### src/include/dlldqs_defines.svh
// Constants for the delay-locked loop and strobe delay block
`ifndef DLLDQS_DEFINES_SVH
`define DLLDQS_DEFINES_SVH
`define DLLDQS_CODE_W        9
`define DLLDQS_CODE_MID      9'h100
`define DLLDQS_DIV_RATIO     8
`define DLLDQS_DIV_W         3
`define DLLDQS_RANKS         4
`define DLLDQS_RANK_W        2
`define DLLDQS_FREQ_MIN_MHZ  600
`define DLLDQS_FREQ_MAX_MHZ  1300
`define DLLDQS_TRACK_W       6
`endif

### src/include/dlldqs_pkg.sv
// Types for the delay-locked loop and strobe delay block
`include "dlldqs_defines.svh"
package dlldqs_pkg;
  typedef logic [`DLLDQS_CODE_W-1:0] dlldqs_code_t;
  typedef logic [`DLLDQS_RANK_W-1:0] dlldqs_rank_t;
  typedef enum logic [1:0] {
    DLLDQS_IDLE,
    DLLDQS_SEARCH,
    DLLDQS_LOCKED
  } dlldqs_state_t;
endpackage

### src/verilog/dlldqs_top.sv
// Delay-locked loop servo with strobe delay logic for one I/O bank
`timescale 1ns/1ps
// Notes on behaviour
// - The loop searches for a 9-bit chain setting whose delay equals one reference period.
// - One loop per bank serves reference clocks from 600 MHz to 1.3 GHz.
// - The reference clock is the bank PLL output, which is core_clk here.
// - The reference is divided by eight into launch and measure pulses one cycle apart.
// - Launch passes through the chain and its delayed copy is compared with measure.
// - A 9-bit up/down counter steps by the comparison until the pulses align.
// - On lock the counter value is forwarded to the strobe delay logic.
// - Strobe logic holds post-amble register, delay chain, FIFO control and rank switch.
// - The strobe chain delay is adjustable during calibration for best capture margin.
// - Tracking keeps the applied strobe delay constant over temperature and voltage drift.
// - Up to four calibrated settings sit in shadow registers and are switched between.
// - Controller and bank sequencer talk over a dedicated memory-mapped port per bank.
// - Sequencer components sit on the memory-mapped bus for control and observation.
module dlldqs_top
  import dlldqs_pkg::*;
#(
  parameter int DIV_RATIO = `DLLDQS_DIV_RATIO
) (
  // Clock and reset (bank PLL output)
  input  wire logic              core_clk,
  input  wire logic              rst,
  // Calibration controller port
  input  wire logic              cal_start,
  input  wire logic              shadow_we,
  input  wire dlldqs_rank_t      shadow_idx,
  input  wire dlldqs_code_t      shadow_data,
  input  wire dlldqs_rank_t      rank_sel,
  // Delay chain feedback (pin side, asynchronous)
  input  wire logic              chain_late,
  // Strobe pin side
  input  wire logic              strobe_in,
  input  wire logic              postamble_en,
  // Loop outputs
  output logic                   launch_pulse,
  output logic                   measure_pulse,
  output dlldqs_code_t           dll_code,
  output logic                   dll_locked,
  output dlldqs_code_t           dll_setting,
  output logic                   busy,
  // Strobe outputs
  output logic                   strobe_gated,
  output logic                   fifo_wr_en,
  output dlldqs_code_t           chain_setting
);

  // ********************************
  // Reference band and elaboration checks
  // ********************************
  // One loop per bank serves the whole band; the slowest clock asks the
  // most taps of the chain, so the counter range must cover that end
  localparam int FREQ_MIN_MHZ = `DLLDQS_FREQ_MIN_MHZ;
  localparam int FREQ_MAX_MHZ = `DLLDQS_FREQ_MAX_MHZ;

  // Refuse settings the divider or rank index cannot serve, and an empty reference band
  initial begin
    if (DIV_RATIO != 8)
      $error("DIV_RATIO must be 8");
    if (DIV_RATIO != (1 << `DLLDQS_DIV_W))
      $error("divider width does not match the ratio");
    if (`DLLDQS_RANKS > (1 << `DLLDQS_RANK_W))
      $error("rank index too narrow for the shadow count");
    if (FREQ_MIN_MHZ < 1 || FREQ_MIN_MHZ > FREQ_MAX_MHZ)
      $error("reference band is empty");
  end

  // ********************************
  // Divider and pulse generation
  // ********************************
  // Free-running divider; every loop action is tied to one phase of it,
  // so the far side and the servo never race each other
  logic [`DLLDQS_DIV_W-1:0] div_cnt;
  logic                     compare_slot;

  // Divide by eight; launch at phase 0, measure at phase 1.
  // Phase map of one divided period, by div_cnt during the cycle:
  //   1: launch_pulse high, the far side launches into the chain
  //   2: measure_pulse high, one reference cycle after launch
  //   2..3: the detector answer appears on chain_late
  //   3..5: the answer crosses the two synchroniser stages
  //   6: compare slot, the counter takes at most one step
  //   0: the new setting shows on dll_code before the next launch
  always_ff @(posedge core_clk) begin
    if (rst) begin
      div_cnt <= '0;
    end else begin
      div_cnt <= div_cnt + 3'h1;
    end
  end

  // Pulses are registered so the far side sees clean one-cycle strobes
  always_ff @(posedge core_clk) begin
    if (rst) begin
      launch_pulse  <= 1'b0;
      measure_pulse <= 1'b0;
    end else begin
      launch_pulse  <= (div_cnt == 3'h0);
      measure_pulse <= (div_cnt == 3'h1);
    end
  end

  // One compare per divided period, late enough for the synchroniser.
  // An earlier slot would act on the answer for the previous setting
  // and could step twice for one measurement.
  assign compare_slot = (div_cnt == 3'h6);

  // ********************************
  // Phase detector input synchroniser
  // ********************************
  // The detector answer comes from the analogue chain and has no
  // timing relation to core_clk, so it crosses two flops first
  logic late_meta;
  logic late_sync;

  // Delayed launch vs measure comparison result from the chain.
  // Only late_sync feeds logic; late_meta may still be settling.
  always_ff @(posedge core_clk) begin
    if (rst) begin
      late_meta <= 1'b0;
      late_sync <= 1'b0;
    end else begin
      late_meta <= chain_late;
      late_sync <= late_meta;
    end
  end

  // ********************************
  // Strobe pin synchronisers
  // ********************************
  // The strobe and its enable arrive from pins and cross two flops each;
  // a skew of one cycle between them only trims one gated cycle
  logic strobe_meta;
  logic strobe_sync;
  logic pam_meta;
  logic pam_sync;

  // Strobe pin, two stages
  always_ff @(posedge core_clk) begin
    if (rst) begin
      strobe_meta <= 1'b0;
      strobe_sync <= 1'b0;
    end else begin
      strobe_meta <= strobe_in;
      strobe_sync <= strobe_meta;
    end
  end

  // Post-amble enable pin, two stages
  always_ff @(posedge core_clk) begin
    if (rst) begin
      pam_meta <= 1'b0;
      pam_sync <= 1'b0;
    end else begin
      pam_meta <= postamble_en;
      pam_sync <= pam_meta;
    end
  end

  // ********************************
  // Servo state machine and counter
  // ********************************
  // The counter runs whenever a search has been started, so a locked
  // loop keeps following slow drift of the chain
  dlldqs_state_t state;
  dlldqs_code_t  code;
  logic          last_dir;
  logic          have_dir;
  logic          reversal;
  logic          step_up;
  logic          at_top;
  logic          at_bot;

  // Late delayed launch means too much delay: step down.
  // A reversal is a change of direction between two compare slots.
  assign step_up  = ~late_sync;
  assign reversal = have_dir && (last_dir != step_up);
  assign at_top   = (code == 9'h1FF);
  assign at_bot   = (code == 9'h000);

  // Search starts on cal_start; a reversal at a compare slot means lock.
  // A cal_start while searching is ignored; one while locked relocks.
  always_ff @(posedge core_clk) begin
    if (rst) begin
      state <= DLLDQS_IDLE;
    end else begin
      unique case (state)
        DLLDQS_IDLE: begin
          if (cal_start)
            state <= DLLDQS_SEARCH;
        end
        DLLDQS_SEARCH: begin
          if (compare_slot && reversal)
            state <= DLLDQS_LOCKED;
        end
        DLLDQS_LOCKED: begin
          if (cal_start)
            state <= DLLDQS_SEARCH;
        end
        default: state <= DLLDQS_IDLE;
      endcase
    end
  end

  // Up/down counter, one step per comparison, saturating.
  // Saturation keeps a chain that cannot reach one period from wrapping
  // round to the far end of the range; the loop then never locks and
  // busy stays high, which the controller can see.
  always_ff @(posedge core_clk) begin
    if (rst) begin
      code <= `DLLDQS_CODE_MID;
    end else if (state != DLLDQS_IDLE && compare_slot) begin
      if (step_up && !at_top)
        code <= code + 9'h001;
      else if (!step_up && !at_bot)
        code <= code - 9'h001;
    end
  end

  // Direction history for reversal detection.
  // Cleared on each new search so an old direction cannot fake a lock.
  always_ff @(posedge core_clk) begin
    if (rst) begin
      last_dir <= 1'b0;
      have_dir <= 1'b0;
    end else if (state == DLLDQS_IDLE || (cal_start && state == DLLDQS_LOCKED)) begin
      have_dir <= 1'b0;
    end else if (compare_slot) begin
      last_dir <= step_up;
      have_dir <= 1'b1;
    end
  end

  // Lock flag follows the state one edge later
  always_ff @(posedge core_clk) begin
    if (rst) begin
      dll_locked <= 1'b0;
    end else begin
      dll_locked <= (state == DLLDQS_LOCKED);
    end
  end

  // Forwarded setting follows the counter while locked
  always_ff @(posedge core_clk) begin
    if (rst) begin
      dll_setting <= `DLLDQS_CODE_MID;
    end else if (state == DLLDQS_LOCKED) begin
      dll_setting <= code;
    end
  end

  // Registered copy of the counter for observation
  always_ff @(posedge core_clk) begin
    if (rst) begin
      dll_code <= `DLLDQS_CODE_MID;
    end else begin
      dll_code <= code;
    end
  end

  // Busy while a search is running
  always_ff @(posedge core_clk) begin
    if (rst) begin
      busy <= 1'b0;
    end else begin
      busy <= (state == DLLDQS_SEARCH);
    end
  end

  // ********************************
  // Strobe delay logic
  // ********************************
  // Tracking is applied only while locked, so a search in progress
  // never disturbs the strobe chain with a half-found setting
  dlldqs_strobe_delay #(
    .RANKS   (`DLLDQS_RANKS),
    .TRACK_W (`DLLDQS_TRACK_W)
  ) u_strobe (
    .core_clk      (core_clk),
    .rst           (rst),
    .ref_valid     (dll_locked),
    .ref_code      (dll_setting),
    .shadow_we     (shadow_we),
    .shadow_idx    (shadow_idx),
    .shadow_data   (shadow_data),
    .rank_sel      (rank_sel),
    .strobe_in     (strobe_sync),
    .postamble_en  (pam_sync),
    .strobe_gated  (strobe_gated),
    .fifo_wr_en    (fifo_wr_en),
    .chain_setting (chain_setting)
  );

endmodule

### src/verilog/dlldqs_strobe_delay.sv
// Strobe delay logic: shadow settings, rank switch, drift tracking
`timescale 1ns/1ps
module dlldqs_strobe_delay
  import dlldqs_pkg::*;
#(
  parameter int RANKS   = `DLLDQS_RANKS,
  parameter int TRACK_W = `DLLDQS_TRACK_W
) (
  // Clock and reset
  input  wire logic              core_clk,
  input  wire logic              rst,
  // Loop reference setting
  input  wire logic              ref_valid,
  input  wire dlldqs_code_t      ref_code,
  // Shadow write port from calibration controller
  input  wire logic              shadow_we,
  input  wire dlldqs_rank_t      shadow_idx,
  input  wire dlldqs_code_t      shadow_data,
  // Rank select
  input  wire dlldqs_rank_t      rank_sel,
  // Post-amble and FIFO control
  input  wire logic              strobe_in,
  input  wire logic              postamble_en,
  // Outputs
  output logic                   strobe_gated,
  output logic                   fifo_wr_en,
  output dlldqs_code_t           chain_setting
);

  initial begin
    if (RANKS < 1 || RANKS > 4)
      $error("RANKS must be 1 to 4");
    if (TRACK_W < 2 || TRACK_W > 8)
      $error("TRACK_W out of range");
  end

  // ********************************
  // Shadow registers
  // ********************************
  dlldqs_code_t shadow [RANKS];
  dlldqs_code_t base_ref;
  logic [`DLLDQS_CODE_W:0] sum_wide;
  logic [`DLLDQS_CODE_W:0] track_diff;

  // Calibrated values per rank
  always_ff @(posedge core_clk) begin
    if (rst) begin
      for (int i = 0; i < RANKS; i++)
        shadow[i] <= '0;
    end else if (shadow_we && int'(shadow_idx) < RANKS) begin
      shadow[shadow_idx] <= shadow_data;
    end
  end

  // Reference captured when shadows are written, to track drift later
  always_ff @(posedge core_clk) begin
    if (rst) begin
      base_ref <= `DLLDQS_CODE_MID;
    end else if (shadow_we) begin
      base_ref <= ref_code;
    end
  end

  // ********************************
  // Tracking and chain setting
  // ********************************
  // Offset the shadow value by the difference of current and calibrated reference
  always_comb begin
    track_diff = {1'b0, ref_code} - {1'b0, base_ref};
    sum_wide   = {1'b0, shadow[int'(rank_sel) % RANKS]}
                 + (ref_valid ? track_diff : '0);
  end

  // Selected and tracked setting drives the chain on the next edge
  always_ff @(posedge core_clk) begin
    if (rst) begin
      chain_setting <= '0;
    end else begin
      chain_setting <= sum_wide[`DLLDQS_CODE_W-1:0];
    end
  end

  // ********************************
  // Post-amble register and FIFO control
  // ********************************
  always_ff @(posedge core_clk) begin
    if (rst) begin
      strobe_gated <= 1'b0;
      fifo_wr_en   <= 1'b0;
    end else begin
      strobe_gated <= strobe_in & postamble_en;
      fifo_wr_en   <= strobe_in & postamble_en;
    end
  end

endmodule

### config.mk
export PLATFORM = sky130hd
export DESIGN_NAME = dlldqs_top
export DESIGN_NICKNAME = d
export VERILOG_FILES = /design/src/include/dlldqs_pkg.sv /design/src/verilog/dlldqs_top.sv /design/src/verilog/dlldqs_strobe_delay.sv
export VERILOG_INCLUDE_DIRS = /design/src /design/src/include
export SDC_FILE = /design/constraint.sdc
export NUM_CORES = 1
export LEC_CHECK = 0
export BUFFER_PORTS_ARGS = -buffer_cell sky130_fd_sc_hd__buf_2
export CORE_MARGIN = 3
export CORE_UTILIZATION = 55
export CTS_BUF_LIST = sky130_fd_sc_hd__clkbuf_8
export DETAILED_ROUTE_END_ITERATION = 7
export PLACE_DENSITY_LB_ADDON = 0.25
export SYNTH_ARGS = -nofsm -noshare
export SYNTH_HDL_FRONTEND = slang
export SYNTH_SLANG_ARGS = --single-unit
### constraint.sdc
create_clock -name core_clk -period 8.2 [get_ports core_clk]
set_input_delay 0 -clock core_clk [delete_from_list [all_inputs] [get_ports core_clk]]
set_output_delay 0 -clock core_clk [all_outputs]
set_load 0.02 [all_outputs]
Word-level counts from Yosys, hierarchy flattened. Memories as Yosys holds them, arrays and structs flattened. Index checks and enable logic that the tools add are counted.

Input port bits: 20. Register bits: 63. Output and inout bits: 33. Word-level logic and storage cells: 71. RAM bits: 36. Memories: 1.

Memories: u_strobe.shadow (words 4, width 9, read ports 1, clocked after memory_dff 0, wr ports 4, RTL line dlldqs_strobe_delay.sv:40) `dlldqs_code_t shadow [RANKS];`.

Bitwise logic cells: 3. Add/sub/neg operators: 5. Mux-type cells: 14. Equality and inequality tests: 8. Reductions and logical operators: 20.

Operator list (number): 9-bit two-way mux (4); 9-bit by 1-bit adder with 9-bit output (second input constant) (1); 9-bit adder (1); 9-bit == test (second input constant) (1); 9-bit zero test (1); 9-bit OR reduction (1); 9-bit by 1-bit subtractor with 9-bit output (second input constant) (1); 9-bit subtractor (1); 1-bit logical AND (6); 1-bit two-way mux (6); 2-bit two-way mux (3); 2-bit AND reduction (3); 2-bit one-hot mux with 2 select lines (1); 2-bit nonzero test (2); 2-bit OR reduction (2); 3-bit by 1-bit adder with 3-bit output (second input constant) (1); 3-bit by 1-bit == test with 1-bit output (second input constant) (1); 3-bit == test (second input constant) (1); 3-bit zero test (1); 2-bit by 1-bit == test with 1-bit output (second input constant) (1); 2-bit == test (second input constant) (1); 1-bit zero test (2); 2-bit zero test (1); 2-bit by 1-bit != test with 1-bit output (second input constant) (1); other kinds (5) (6).

Depth between registers and ports, before layout.
Depth after elaboration: 6. Mapped depth: 16. Gate-level depth less buffers: 16.

Hierarchy. Synthesis repeated with hierarchy kept, for this count alone.

Cells, all modules: 448. Area, all modules: 4833.4 um2.

Modules (own cells, without submodules): dlldqs_strobe_delay (area each 2904.0 um2, seq. area each 1461.4 um2, instances 1, cells an instance 247); dlldqs_top (area each 1929.4 um2, seq. area each 880.8 um2, instances 1, cells an instance 201).

Worst setup path before layout. OpenSTA, ideal clock, no wires.

Path type: reg-to-reg. Start: reg dll_setting[1]. End: reg u_strobe.chain_setting[8]. Data required time: 8068 ps. Period minus slack after synthesis: 3010 ps. Library setup time: 132 ps. Slack: 5190 ps. Path buffers: 0. Arrival time: 2878 ps. Stages on the path, launching flop included: 15. Cells stage by stage: dfxtp_1 > ha_1 > nor2b_1 > o21a_1 > o21ai_0 > a21boi_0 > o21a_1 > nor3_1 > ha_1 > o211a_1 > o31a_1 > o41ai_2 > xnor2_1 > and3_1 > nor3_1.

Cells in the longest elaborated chain, start to end: 3.

RTL lines: start: declaration (RTL line dlldqs_top.sv:41) `output dlldqs_code_t dll_setting,`; start signal: assignment (RTL line dlldqs_top.sv:247) `` dll_setting <= `DLLDQS_CODE_MID; ``; start signal: assignment (RTL line dlldqs_top.sv:249) `dll_setting <= code;`; 9-bit subtractor (RTL line dlldqs_strobe_delay.sv:69) `track_diff = {1'b0, ref_code} - {1'b0, base_ref};`; 9-bit two-way mux (RTL line dlldqs_strobe_delay.sv:71) `+ (ref_valid ? track_diff : '0);`; 9-bit adder (RTL line dlldqs_strobe_delay.sv:71); end signal: assignment (RTL line dlldqs_strobe_delay.sv:79) `` chain_setting <= sum_wide[`DLLDQS_CODE_W-1:0]; ``; end: declaration (RTL line dlldqs_strobe_delay.sv:27) `output dlldqs_code_t chain_setting`.

Every way passes these cells. A chain may end at the register's enable or synchronous reset.

Worst setup path after layout.
Start: reg u_strobe.base_ref[1]. End: reg u_strobe.chain_setting[8].

Cells in the longest elaborated chain, start to end: 3.

RTL lines: start: declaration (RTL line dlldqs_strobe_delay.sv:41) `dlldqs_code_t base_ref;`; start signal: assignment (RTL line dlldqs_strobe_delay.sv:58) `` base_ref <= `DLLDQS_CODE_MID; ``; start signal: assignment (RTL line dlldqs_strobe_delay.sv:60) `base_ref <= ref_code;`; 9-bit subtractor (RTL line dlldqs_strobe_delay.sv:69); 9-bit two-way mux (RTL line dlldqs_strobe_delay.sv:71); 9-bit adder (RTL line dlldqs_strobe_delay.sv:71).

Every way passes these cells.

==> impl_metrics.toml <==
[finish]
nNetsFinal = 551
final_common_cell = "dfxtp_1"
area_growth_pct = 14.0
drive_gt1_frac = 0.172
post-route-cell-area_um2 = 5360
diodes = 0
fin_util = 0.649
final_cell_mix = "dfxtp_1 (63), buf_2 (52), nor2_1 (41)"
fillers = 691

[power]
power.density_nw_per_um2 = 169
comb_power_share = 0.093
seq_power_share = 0.593
internal_power_mw = 0.682
clock_power_share = 0.313
p_sw_frac = 0.248
p_leak_nw = 2.18
ir_drop_mv = 0.103
fin_total_pwr_mw = 0.907
power.switching_mw = 0.225

[route]
routed_wl_um = 8970
first_pass_iters = 4
viasPerCell = 5.33
ant_nets = 0
drc = 0
drt_iter0_markers = 137
vias = 3257
wire_per_inst_um = 14.7

[yosys]
yosys.area_share.simple = 0.180
synth_compound_area_frac = 0.0957
synth_top_family_by_area = "simple AND/OR/NAND/NOR gates"
avgSynthCellArea_um2 = 10.8
synth_adder_area_share = 0.0846
synthDistinctLibCells = 52
synth_edf_count = 36
synthArstFlopShare = 0
ys.warnings.count = 0
synth_seq_area_share = 0.498
netlist_area_um2 = 4700
synth_fp_nets = 486
synth_flop_cell = "dfxtp_1"
synthMuxAreaShare = 0.0729
synth_xor_area_frac = 0.0372
ys_ff_latch = 99
synth_cells = 436

[floorplanning]
rows = 33
die_h_um = 98.5
start_util = 0.570
die-area_um2 = 9700
die_w_um = 98.5
core-area_um2 = 8260
ioPinCount = 53

[cts]
cts.clk_slew.worst_paths_ns = 0.10
clkLatencyLatePin_ns = 0.36
post_cts_buffers = 0
cts_tree = "built"
cts_buffers = 9
clock_sinks = 99
clockRootBuffer = "clkbuf_8"
cts_resized = 0
htreeDepth = 3
clk_path_buf_depth = 2

[critical_path]
crit_chain = "inv_1, ha_1, nor2b_1, o21a_1, o21ai_0, a21boi_0, o21a_1, nor3_1, ha_1, o211a_1, o31a_1, o41ai_2, xnor2_1, and3_1, nor3_1"
crit_buf_inv = 1
cp.required_ns = 8.43
worstSetupStartpointType = "flip-flop"
cp_top_family = "compound AO/OA/AOI/OAI gates"
critPathKind = "flip-flop to flip-flop"
critPathCaptureType = "flip-flop"
max_stage_delay_ns = 0.37
crit_path_top_delay_cell = "dfxtp_1"
cp_max_fo = 4
crit_arrival_ns = 3.34

[sta]
period_share = 0.379
clock_skew_ns = 0.00989
fin_crit_ns = 3.11
fmax_ghz = 0.321
hold_viol = 0
fin_setup_tns_ns = 0
setup_violations = 0
setup_ws_ns = 5.09
worstMarginPinSlew_ns = 1.01
drv_slew = 0
relSlewSlack = 0.325
rsz0062_at_grt = "no"

[run]
drv_cap = 0

[placed_design]
pre_cts_ws_ns = 5.09
dp_hpwl_um = 6270
gp_congestion = 0.834
placed_cell_area_um2 = 5050
numPortBuffers = 52

[outcome]
status = "finished clean"

[global_route]
grt_first_pass_wirelength_um = 15500
grt_start_max_net_pins = 69
grt_usage = 0.199
grt-ovfl-total = 0
grt_pass1_vias = 3236
antenna_found_initial = 0

[hold_path]
hold_path.class = "primary input to flip-flop"
-- worst paths after layout --
path | end | depth (start not counted) | slack [ns] | from
min | u_strobe.base_ref[2] | 3 | 0.12 | shadow_we
max reg2reg | u_strobe.chain_setting[8] | 15 | 5.09 | u_strobe.base_ref[1]
max | u_strobe.chain_setting[8] | 15 | 5.09 | u_strobe.base_ref[1]
min reg2reg | u_strobe.strobe_gated | 2 | 0.43 | pam_sync
-- metal layers --
layer  track usage  part of all wire
met1         0.267              0.44
met2         0.310              0.48
met3        0.0425             0.058
met4        0.0956             0.017
met5             0                 0
-- cell type report --
type                            count  area, um2  area share
Clock inverter                      7       53.8      0.0100
Sequential cell                    99       2340       0.437
Multi-Input combinational cell    300       2210       0.412
Inverter                           23       86.3      0.0161
Tap cell                          105        131      0.0245
Clock buffer                        9        124      0.0231
Timing Repair Buffer               68        413      0.0770
-- worst register-to-register path, stage by stage (launching register included) --
cell and delay [ns]:
dfxtp_1 0.37, inv_1 0.06, ha_1 0.26, nor2b_1 0.13, o21a_1 0.17, o21ai_0 0.23
a21boi_0 0.16, o21a_1 0.19, nor3_1 0.14, ha_1 0.30, o211a_1 0.15, o31a_1 0.13
o41ai_2 0.31, xnor2_1 0.17, and3_1 0.18, nor3_1 0.04
-- through the flow --
step	std cells	hold slack, ns
finish	611	0.120
detailed placement	582	0.226
global placement	582	0.220
global route	611	0.137
CTS	611	0.113
floorplan	436	0.117
-- cell usage after synthesis, drive strengths merged (5+ instances only) --
cell type   n  share of area
clkbuf     10         0.0080
xor2        5         0.0093
a21oi      23          0.024
xnor2      15          0.028
mux2i      14          0.030
mux4        9          0.043
nand2      24          0.019
o21ai       9         0.0096
nor2b      22          0.029
nand2b     11          0.015
edfxtp     36           0.23
dfxtp      63           0.27
inv        23          0.018
ha         27          0.072
o21a        7          0.011
nor3b       5         0.0080
nor3        9         0.0096
nor2       41          0.033
and2       36          0.048
-- cell families after synthesis --
kind of cell,count (synthesis)
AO/OA/AOI/OAI,66
XOR/XNOR,20
adder cells (fa/ha/maj),30
buffers and inverters,37
flip-flops,99
multiplexers,23
AND/OR/NAND/NOR,161
-- what timing repair did --
item                                    4_1_cts  5_1_grt
hold buffers                                 13        0
endpoints found under the hold margin        42        0
endpoints found under the setup margin        0        0
-- power groups by stage --
stage | sequential (mW) | combinational [mW] | clock (mW)
after global routing | 0.541 | 0.0933 | 0.314
after global placement | 0.548 | 0.0791 | 0
final | 0.538 | 0.0844 | 0.284
after CTS | 0.538 | 0.0853 | 0.293
after detailed placement | 0.550 | 0.0804 | 0
after floorplan | 0.554 | 0.0495 | 0
-- state kept, by name, summed over array words and instances, names as in the netlist, 2 cells and up --
| name | flops |
|---|---|
| code | 9 |
| div_cnt | 3 |
| dll_code | 9 |
| dll_setting | 9 |
| state | 2 |
| u_strobe.base_ref | 9 |
| u_strobe.chain_setting | 9 |
| u_strobe.shadow | 36 |
(Power assumes the default switching activity.)
